===== src/touch_sampling_sequencer_consts.vh =====
// Constants for the touch sampling sequencer: offsets, fields, resets, timing
`ifndef TOUCH_SAMPLING_SEQUENCER_CONSTS_VH
`define TOUCH_SAMPLING_SEQUENCER_CONSTS_VH

// ==========================================================================
// Register offsets
`define ADDR_INPUT_ENABLE        8'h21
`define ADDR_AVG_SAMPLING_CONFIG 8'h24
`define ADDR_RECAL_TRIGGER       8'h26

// ==========================================================================
// Reset values
`define RST_INPUT_ENABLE         8'hFF
`define RST_AVG_SAMPLING_CONFIG  8'h39
`define RST_RECAL_TRIGGER        8'h00

// ==========================================================================
// Field positions in the averaging and sampling config register
`define AVG_MSB                  6
`define AVG_LSB                  4
`define SAMP_MSB                 3
`define SAMP_LSB                 2
`define CYC_MSB                  1
`define CYC_LSB                  0
`define CONFIG_USED_MASK         8'h7F

// ==========================================================================
// Timing, in nanoseconds
`define CLK_PERIOD_NS            10
`define SAMPLE_BASE_NS           320000
`define CYCLE_BASE_NS            35000000
`define RECAL_TIME_NS            600000000

`endif


===== src/touch_sampling_sequencer.v =====
// Touch sampling sequencer: per-cycle channel averaging and input recalibration
//
// Behaviour
// - Averaging code 000..111 selects 1..128 samples per channel; default 8.
// - All samples of a channel run back to back, then averaged, then reported.
// - Sample duration code selects 320us, 640us, 1.28ms or 2.56ms.
// - Cycle period code selects 35ms, 70ms, 105ms or 140ms.
// - Channels are sampled at cycle start; remaining time is spent in low power.
// - If sampling outlasts the period, the cycle stretches until sampling ends.
// - Config register at 24h resets to 39h and acts only in Active state.
// - Software sets a trigger bit at 26h; hardware clears it on successful recalibration.
// - A recalibrating input has press detection masked; its measurements are still reported.
// - A press during recalibration invalidates that attempt.
// - A finished recalibration updates that input's ten-bit calibration value.
// - Trigger bit n controls input n+1, bit 7 input 8 down to bit 0 input 1.
// - Only enabled inputs are sampled; cycle period ignores the count of inputs.
`include "touch_sampling_sequencer_consts.vh"

module touch_sampling_sequencer #(
  parameter [31:0] SAMPLE_UNIT_CYCLES = `SAMPLE_BASE_NS / `CLK_PERIOD_NS,
  parameter [31:0] CYCLE_UNIT_CYCLES  = `CYCLE_BASE_NS / `CLK_PERIOD_NS,
  parameter [31:0] RECAL_CYCLES       = `RECAL_TIME_NS / `CLK_PERIOD_NS
) (
  input  wire        core_clk_i,
  input  wire        rstn_i,
  input  wire        active_state_i,
  input  wire [7:0]  reg_addr_i,
  input  wire [7:0]  reg_wdata_i,
  input  wire        reg_wr_i,
  input  wire        reg_rd_i,
  output reg  [7:0]  reg_rdata_o,
  input  wire [15:0] sample_data_i,
  input  wire [7:0]  press_i,
  input  wire [9:0]  cal_code_i,
  output wire        sampling_o,
  output wire        low_power_o,
  output reg  [2:0]  sample_ch_o,
  output reg         meas_valid_o,
  output reg  [2:0]  meas_ch_o,
  output reg  [15:0] meas_result_o,
  output reg  [7:0]  press_detect_o,
  output reg  [7:0]  recal_busy_o,
  output reg         cal_update_o,
  output reg  [2:0]  cal_ch_o,
  output reg  [9:0]  input_calibration_value_o
);

  // ========================================================================
  // Helpers
  localparam ST_IDLE   = 3'b001;
  localparam ST_SAMPLE = 3'b010;
  localparam ST_REST   = 3'b100;

  // Lowest set bit at or above start; MSB of result flags a hit
  function [3:0] find_next;
    input [7:0] mask;
    input [3:0] start;
    integer k;
    reg hit;
    begin
      find_next = 4'h0;
      hit = 1'b0;
      for (k = 0; k < 8; k = k + 1)
        if (!hit && k >= start && mask[k])
        begin
          find_next = {1'b1, k[2:0]};
          hit = 1'b1;
        end
    end
  endfunction

  // Write strobe aimed at one register offset
  function wr_hit;
    input       wr;
    input [7:0] addr;
    input [7:0] offset;
    begin
      wr_hit = wr && (addr == offset);
    end
  endfunction

  // ========================================================================
  // Registers
  reg  [7:0]  input_enable;
  reg  [7:0]  avg_sampling_config;
  reg  [7:0]  recalibration_trigger;
  reg  [7:0]  recal_clear;

  always @(posedge core_clk_i)
  begin
    if (!rstn_i)
    begin
      input_enable          <= `RST_INPUT_ENABLE;
      avg_sampling_config   <= `RST_AVG_SAMPLING_CONFIG;
      recalibration_trigger <= `RST_RECAL_TRIGGER;
      reg_rdata_o           <= 8'h00;
    end
    else
    begin
      if (wr_hit(reg_wr_i, reg_addr_i, `ADDR_INPUT_ENABLE))
        input_enable <= reg_wdata_i;
      if (wr_hit(reg_wr_i, reg_addr_i, `ADDR_AVG_SAMPLING_CONFIG))
        avg_sampling_config <= reg_wdata_i & `CONFIG_USED_MASK;
      // A write in the same cycle as a hardware clear wins, so a fresh set is kept
      if (wr_hit(reg_wr_i, reg_addr_i, `ADDR_RECAL_TRIGGER))
        recalibration_trigger <= reg_wdata_i;
      else
        recalibration_trigger <= recalibration_trigger & ~recal_clear;
      if (reg_rd_i)
      begin
        case (reg_addr_i)
          `ADDR_INPUT_ENABLE:        reg_rdata_o <= input_enable;
          `ADDR_AVG_SAMPLING_CONFIG: reg_rdata_o <= avg_sampling_config;
          `ADDR_RECAL_TRIGGER:       reg_rdata_o <= recalibration_trigger;
          default:                   reg_rdata_o <= 8'h00;
        endcase
      end
    end
  end

  // ========================================================================
  // Sampling sequencer
  reg  [2:0]  state;
  reg  [7:0]  en_snap;
  reg  [2:0]  avg_snap;
  reg  [1:0]  samp_snap;
  reg  [1:0]  cyc_snap;
  reg  [31:0] samp_tmr;
  reg  [31:0] cyc_cnt;
  reg  [6:0]  samp_cnt;
  reg  [22:0] acc;

  wire [3:0]  first_hit = find_next(input_enable, 4'h0);
  wire [3:0]  next_hit  = find_next(en_snap, {1'b0, sample_ch_o} + 4'h1);
  wire [31:0] samp_len  = SAMPLE_UNIT_CYCLES << samp_snap;
  wire [31:0] cyc_len   = CYCLE_UNIT_CYCLES * ({30'h0, cyc_snap} + 32'h1);
  wire [6:0]  cnt_last  = 7'h7F >> (3'h7 - avg_snap);
  wire [22:0] acc_sum   = acc + {7'h00, sample_data_i};
  wire [22:0] avg_val   = acc_sum >> avg_snap;

  assign sampling_o  = state[1];
  assign low_power_o = state[2];

  always @(posedge core_clk_i)
  begin
    if (!rstn_i)
    begin
      state         <= ST_IDLE;
      en_snap       <= 8'h00;
      avg_snap      <= 3'h0;
      samp_snap     <= 2'h0;
      cyc_snap      <= 2'h0;
      samp_tmr      <= 32'h0;
      cyc_cnt       <= 32'h0;
      samp_cnt      <= 7'h00;
      acc           <= 23'h0;
      sample_ch_o   <= 3'h0;
      meas_valid_o  <= 1'b0;
      meas_ch_o     <= 3'h0;
      meas_result_o <= 16'h0000;
    end
    else
    begin
      meas_valid_o <= 1'b0;
      cyc_cnt      <= cyc_cnt + 32'h1;
      if (!active_state_i)
      begin
        // Settings govern sampling only in Active state
        state    <= ST_IDLE;
        samp_tmr <= 32'h0;
        samp_cnt <= 7'h00;
        acc      <= 23'h0;
      end
      else
      begin
        case (state)
          ST_IDLE, ST_REST:
          begin
            // Period is checked only here, so an overlong sampling pass stretches it
            if (state == ST_IDLE || cyc_cnt >= cyc_len - 32'h1)
            begin
              // Config taken at cycle start keeps one cycle self-consistent
              en_snap     <= input_enable;
              avg_snap    <= avg_sampling_config[`AVG_MSB:`AVG_LSB];
              samp_snap   <= avg_sampling_config[`SAMP_MSB:`SAMP_LSB];
              cyc_snap    <= avg_sampling_config[`CYC_MSB:`CYC_LSB];
              cyc_cnt     <= 32'h0;
              samp_tmr    <= 32'h0;
              samp_cnt    <= 7'h00;
              acc         <= 23'h0;
              sample_ch_o <= first_hit[2:0];
              state       <= first_hit[3] ? ST_SAMPLE : ST_REST;
            end
          end
          ST_SAMPLE:
          begin
            if (samp_tmr >= samp_len - 32'h1)
            begin
              samp_tmr <= 32'h0;
              if (samp_cnt == cnt_last)
              begin
                meas_result_o <= avg_val[15:0];
                meas_ch_o     <= sample_ch_o;
                meas_valid_o  <= 1'b1;
                samp_cnt      <= 7'h00;
                acc           <= 23'h0;
                sample_ch_o   <= next_hit[2:0];
                if (!next_hit[3])
                  state <= ST_REST;
              end
              else
              begin
                // Same channel again until its count is done
                samp_cnt <= samp_cnt + 7'h01;
                acc      <= acc_sum;
              end
            end
            else
              samp_tmr <= samp_tmr + 32'h1;
          end
          default:
            state <= ST_IDLE;
        endcase
      end
    end
  end

  // ========================================================================
  // Recalibration engine, one input at a time, lowest bit first
  reg         rc_busy;
  reg  [2:0]  rc_ch;
  reg  [31:0] rc_tmr;
  // A pressed input is passed over until released, so its mask never flickers on and off
  wire [3:0]  rc_pick = find_next(recalibration_trigger & ~press_i, 4'h0);
  wire [7:0]  rc_mask = rc_busy ? (8'h01 << rc_ch) : 8'h00;

  always @(posedge core_clk_i)
  begin
    if (!rstn_i)
    begin
      rc_busy                   <= 1'b0;
      rc_ch                     <= 3'h0;
      rc_tmr                    <= 32'h0;
      recal_clear               <= 8'h00;
      recal_busy_o              <= 8'h00;
      press_detect_o            <= 8'h00;
      cal_update_o              <= 1'b0;
      cal_ch_o                  <= 3'h0;
      input_calibration_value_o <= 10'h000;
    end
    else
    begin
      recal_clear    <= 8'h00;
      cal_update_o   <= 1'b0;
      recal_busy_o   <= rc_mask;
      press_detect_o <= press_i & ~rc_mask;
      if (!rc_busy)
      begin
        // Wait out the clear of the last finished bit before picking again
        if (rc_pick[3] && recal_clear == 8'h00)
        begin
          rc_busy <= 1'b1;
          rc_ch   <= rc_pick[2:0];
          rc_tmr  <= 32'h0;
        end
      end
      else if (!recalibration_trigger[rc_ch] || press_i[rc_ch])
        // Bit stays set after a press, so the input retries
        rc_busy <= 1'b0;
      else if (rc_tmr >= RECAL_CYCLES - 32'h1)
      begin
        rc_busy                   <= 1'b0;
        recal_clear               <= 8'h01 << rc_ch;
        cal_update_o              <= 1'b1;
        cal_ch_o                  <= rc_ch;
        input_calibration_value_o <= cal_code_i;
      end
      else
        rc_tmr <= rc_tmr + 32'h1;
    end
  end

endmodule // touch_sampling_sequencer


===== config.mk =====
export PLATFORM = sky130hd
export DESIGN_NAME = touch_sampling_sequencer
export DESIGN_NICKNAME = d
export VERILOG_FILES = /design/src/touch_sampling_sequencer.v
export VERILOG_INCLUDE_DIRS = /design/src
export SDC_FILE = /design/constraint.sdc
export NUM_CORES = 1
export LEC_CHECK = 0
export BUFFER_PORTS_ARGS = -buffer_cell sky130_fd_sc_hd__buf_4
export CAP_MARGIN = 20
export CORE_ASPECT_RATIO = 0.7
export CORE_MARGIN = 1
export CORE_UTILIZATION = 55
export DETAILED_ROUTE_END_ITERATION = 7
export GPL_TIMING_DRIVEN = 0
export PLACE_DENSITY = 0.8
export SYNTH_ARGS = -nofsm -noshare
export SYNTH_HDL_FRONTEND = slang
export SYNTH_SLANG_ARGS = --single-unit

===== constraint.sdc =====
create_clock -name core_clk_i -period 6.7 [get_ports core_clk_i]
set_clock_uncertainty 0.2 [all_clocks]
set_input_delay 1.34 -clock core_clk_i [delete_from_list [all_inputs] [get_ports core_clk_i]]
set_output_delay 1.34 -clock core_clk_i [all_outputs]
set_load 0.05 [all_outputs]

**After elaboration in Yosys (flattened, before gate mapping)**

Cells that the tools add are included.

- Flip-flop bits (word level): 240
- Bits of input ports: 55
- Logic and storage cells: 236

- Add/subtract/negate cells: 10
- Multiply operators: 1
- Order comparisons: 12
- Eq/ne operators: 13
- Shift operators: 4
- Multiplexer cells: 86
- Bitwise gates (word level): 10
- Reductions and logical operators: 74

Operators with widths:

| operator | count |
|---|---|
| $mux 32 | 9 |
| $add 32x1->32 const B | 3 |
| $mux 4 | 24 |
| $mux 23 | 3 |
| $ge 32x32->1 | 2 |
| $pmux 32 s2 | 1 |
| $pmux 23 s2 | 1 |
| $logic_and 1x1->1 | 33 |
| $ge 32x26->1 const B | 1 |
| $shl 15x2->32 const A | 1 |
| $sub 32x1->32 const B | 1 |
| $mux 1 | 29 |
| $sub 25x1->26 const B | 1 |
| $and 8x8->8 | 3 |
| $eq 8x6->1 const B | 3 |
| $mux 3 | 8 |
| $not 8->8 | 3 |
| $pmux 8 s3 | 1 |
| $add 23x16->23 | 1 |
| $shr 23x3->16 | 1 |
| $logic_not 1->1 | 22 |
| $mux 7 | 3 |
| $mul 17x3->20 const A | 1 |
| $ge 3x4->1 const A | 4 |
| other kinds (29) | 51 |

**Logic depth before layout (Yosys ltp)**

- Depth after elaboration: 36
- Depth in mapped cells: 24

**Worst setup path before layout**

Ideal clock, no wire load.

- Path kind: register -> register
- Start: reg cyc_snap[0]
- End: reg samp_cnt[0]
- Setup time: 128 ps
- Arrival: 4598 ps
- Data required time: 6372 ps
- Setup slack: 1775 ps
- Cell stages (with the launch flop): 24
- Buffers on the path: 3
- Path through: dfxtp_1 > inv_1 > ha_1 > inv_1 > ha_1 > fa_1 > inv_1 > fa_1 > nand4_1 > o211ai_1 > o31ai_1 > nand3_1 > ha_1 > a221o_1 > a311oi_2 > o221ai_1 > a21o_1 > a211o_1 > buf_2 > nand3_4 > buf_6 > buf_4 > mux2i_1 > nor2_1

- Cells in the longest elaborated chain, start to end: 7

Ends and longest elaborated chain:

| item | line | RTL |
|---|---|---|
| from (decl) | touch_sampling_sequencer.v:127 | `reg [1:0] cyc_snap;` |
| from (signal assigned) | touch_sampling_sequencer.v:186 | `` cyc_snap <= avg_sampling_config[`CYC_MSB:`CYC_LSB]; `` |
| $add 2x1->3 | touch_sampling_sequencer.v:136 | `wire [31:0] cyc_len = CYCLE_UNIT_CYCLES * ({30'h0, cyc_snap} + 32'h1);` |
| $mul 17x3->20 | touch_sampling_sequencer.v:136 |  |
| $sub 25x1->26 | touch_sampling_sequencer.v:180 | `if (state == ST_IDLE \|\| cyc_cnt >= cyc_len - 32'h1)` |
| $ge 32x32->1 | touch_sampling_sequencer.v:180 |  |
| $logic_or 1x1->1 | touch_sampling_sequencer.v:180 |  |
| $ne 2x2->1 (no line) | - |  |
| $reduce_and 3->1 (no line) | - |  |
| to (signal assigned) | touch_sampling_sequencer.v:214 | `samp_cnt <= samp_cnt + 7'h01;` |
| to (decl) | touch_sampling_sequencer.v:130 | `reg [6:0] samp_cnt;` |

No other way between the ends.
A chain may end at the register's enable or synchronous reset.

**Worst setup path after layout**

- Start: reg cyc_snap[0]
- End: reg samp_tmr[7]

- Cells in the longest elaborated chain, start to end: 7

Ends and longest elaborated chain:

| item | line | RTL |
|---|---|---|
| $add 2x1->3 | touch_sampling_sequencer.v:136 |  |
| $mul 17x3->20 | touch_sampling_sequencer.v:136 |  |
| $sub 25x1->26 | touch_sampling_sequencer.v:180 |  |
| $ge 32x32->1 | touch_sampling_sequencer.v:180 |  |
| $logic_or 1x1->1 | touch_sampling_sequencer.v:180 |  |
| $ne 2x2->1 (no line) | - |  |
| $reduce_and 2->1 (no line) | - |  |
| to (signal assigned) | touch_sampling_sequencer.v:219 | `samp_tmr <= samp_tmr + 32'h1;` |
| to (decl) | touch_sampling_sequencer.v:128 | `reg [31:0] samp_tmr;` |

No other way between the ends.

==> results.toml <==
[clock_network]
root_buffer = "clkbuf_16"
post_cts_buffers = 0
clockBufferDepth = 3
cts_max_level = 1
path_clk_slew_ns = 0.06
cts_buffers = 25
postCtsResizedCells = 0
clock-sinks = 240
cts_hold_buf = 0
cts_tree = "yes"
clk-insertion-delay-late_ns = 0.54

[placement]
dpl.hpwl_um = 26200
placed_area_um2 = 14300
routabilityCongestion = 0.917
dp_slack_ns = 1.07
port_buffers = 117

[grt]
grt_pass1_wl_um = 56800
grt-ovfl-total = 0
grt_pass1_vias = 11200
antenna_found_initial = 1
grt_usage_pct = 29.2
grt_max_degree = 15

[logic_synthesis]
yosysTopAreaCellShare_pct = 36.9
synth_area_per_cell_um2 = 8.55
synth_mux_area_share_pct = 5.59
synth_area_um2 = 13000
yosysMostFrequentCell = "dfxtp_1"
ys_ff_latch = 240
ys_seq_area_share_pct = 36.9
synth_simple_gate_area_share_pct = 24.1
ys_top_cells_by_count = "dfxtp_1 (240), nor2_1 (192), nand2_1 (137), a21oi_1 (74), ha_1 (74)"
synth-compound-area-share_pct = 16.3
synthTopCellsByArea = "dfxtp_1 (37%), ha_1 (7.1%), nor2_1 (5.5%)"
synth-xor-area-share_pct = 5.85
ys.flop_type = "dfxtp_1"
yosysWarnings = 0
synth_edf_count = 0
async_reset_ff_share_pct = 0
ys_types = 80
synth_top_family_by_area = "simple AND/OR/NAND/NOR gates"
synth-adder-area-share_pct = 7.57
netlist_instances = 1523
synth_area_leader_cell = "dfxtp_1"

[floorplan]
dieHeight_um = 131
die_w_um = 186
initial_core_util_pct = 56.8
design.core.area_um2 = 22900
rows = 46
ioPinCount = 118
die_area_um2 = 24300

[detailed_routing]
wirelength_um = 35800
route.detailed.drc = 0
drt_iter0_drc = 1227
dr.pass1.iters = 6
viasPerCell = 6.06
vias = 12100
detail-route-antenna-nets = 0
post_drt_wl_per_cell_um = 18.0

[worst_setup_path]
critPathMaxFanout = 10
cp.required_ns = 6.92
path_cells = "inv_1 > ha_1 > inv_1 > ha_1 > fa_1 > inv_1 > fa_1 > nand4_1 > o211ai_1 > o31ai_1 > nand3_1 > ha_1 > a221o_1 > a311oi_2 > o221ai_1 > a21o_1 > a211o_1 > buf_2 > nand4_1 > buf_2 > xor2_1 > nor2_1"
path_class = "reg2reg"
crit_path_max_incr_delay_ns = 0.49
cp-end-kind = "flip-flop"
arrival_ns = 5.90
start_kind = "flip-flop"
critPathSlowestCell = "fa_1"

[final_layout]
fillers = 1907
antennaDiodeCount = 0
synthToLayoutAreaGrowth_pct = 15.8
nets = 1802
drive_above_1_share_pct = 12.2
final_area_um2 = 15100

[sta]
final-max-slew-violation-count = 0
timing.final.ws_setup_ns = 1.02
layout_worst_path_cycle_share_pct = 84.8
slew_headroom_pct = 38.7
setup_viol = 0
fin_crit_ns = 5.68
max_freq_ghz = 0.176
finalSetupTns_ns = 0
worstMarginPinSlew_ns = 0.917
hold_violations = 0
rsz0062_at_grt = "false"

[worst_hold_path]
hp-class = "reg2reg"

[power]
p_per_area_nw_per_um2 = 220
p_leak_uw = 0.00619
ir_drop_mv = 0.166

[run_status]
outcome = "complete, no violations"

[job]
max_cap_violations = 0
[registers in the layout, summed over array words and instances (netlist names), 7 cells and up]
signal,count
avg_sampling_config,7
input_enable,8
acc,23
input_calibration_value_o,10
reg_rdata_o,8
recal_clear,8
samp_cnt,7
meas_result_o,16
press_detect_o,8
recalibration_trigger,8
cyc_cnt,32
en_snap,8
recal_busy_o,8
samp_tmr,32
rc_tmr,32
[per-stage QoR]
stage	hold WS [ns]	util (%)	power, uW	std cells
6_report	0.274	65.8	3310	1996
5_1_grt	0.286	65.8	3420	1996
4_1_cts	0.277	65.8	3310	1996
3_5_place_dp	0.260	62.4	1980	1955
3_3_place_gp	0.244	62.4	1970	1955
2_1_floorplan	0.226	-	1840	1526
[worst max-delay path, delay by kind of cell, from the launching register on]
family / cells / cell delay (ns)
flip-flops: 1 / 0.43
adder cells (fa/ha/maj): 5 / 1.73
AND/OR/NAND/NOR: 4 / 0.63
AO/OA/AOI/OAI: 7 / 1.34
buffers and inverters: 5 / 1.05
XOR/XNOR: 1 / 0.18
[cell type report]
| type | instances | area [um^2] | area share (%) |
|---|---|---|---|
| Clock buffer | 30 | 674 | 4.47 |
| Buffer | 73 | 318 | 2.11 |
| Sequential cell | 240 | 4800 | 31.9 |
| Tap cell | 312 | 390 | 2.59 |
| Multi-Input combinational cell | 1173 | 7760 | 51.5 |
| Inverter | 40 | 150 | 0.996 |
| Timing Repair Buffer | 117 | 878 | 5.83 |
| Clock inverter | 11 | 97.6 | 0.648 |
[cell families (layout without fill, tap and decap cells)]
logic type,Yosys count,in the layout
AOI/OAI and AO/OA,309,309
xor gates and xnor gates,87,87
adders and majority gates,77,77
buffers and inverters,113,271
DFF,240,240
muxes,59,59
other,1,4
and+or+nand+nor,637,637
[layer usage]
metal	global-route usage (%)	up-vias	part of all wire, %	wire [um]
li1	-	5788	-	-
met1	42.0	5716	46	16500
met2	44.3	538	43	15300
met3	6.18	58	9.5	3400
met4	7.38	2	1.8	639
met5	0	-	0.056	20
[path summary, 6_finish.rpt]
check	end	startpoint	slack, ns	cells after the start
min reg2reg	samp_tmr[31]	samp_tmr[31]	0.27	1
max reg2reg	samp_tmr[7]	cyc_snap[0]	1.02	22
max	samp_tmr[7]	cyc_snap[0]	1.02	22
min	samp_tmr[31]	samp_tmr[31]	0.27	1
[layout by cell type (no fill, tap or decap), types with 40 or more instances in the layout]
master	count
dfxtp_1	240
nor2_1	192
nand2_1	137
buf_4	118
a21oi_1	74
ha_1	74
nand3_1	72
o21ai_0	56
clkbuf_1	55
mux2i_1	48
xor2_1	47
xnor2_1	40
[report_power, final]
part | internal (uW) | total, uW | switching [uW]
clock network | 754 | 1350 | 595
logic | 185 | 488 | 303
registers | 1450 | 1480 | 26.1
No activity file was read; power rests on OpenSTA's default activity.
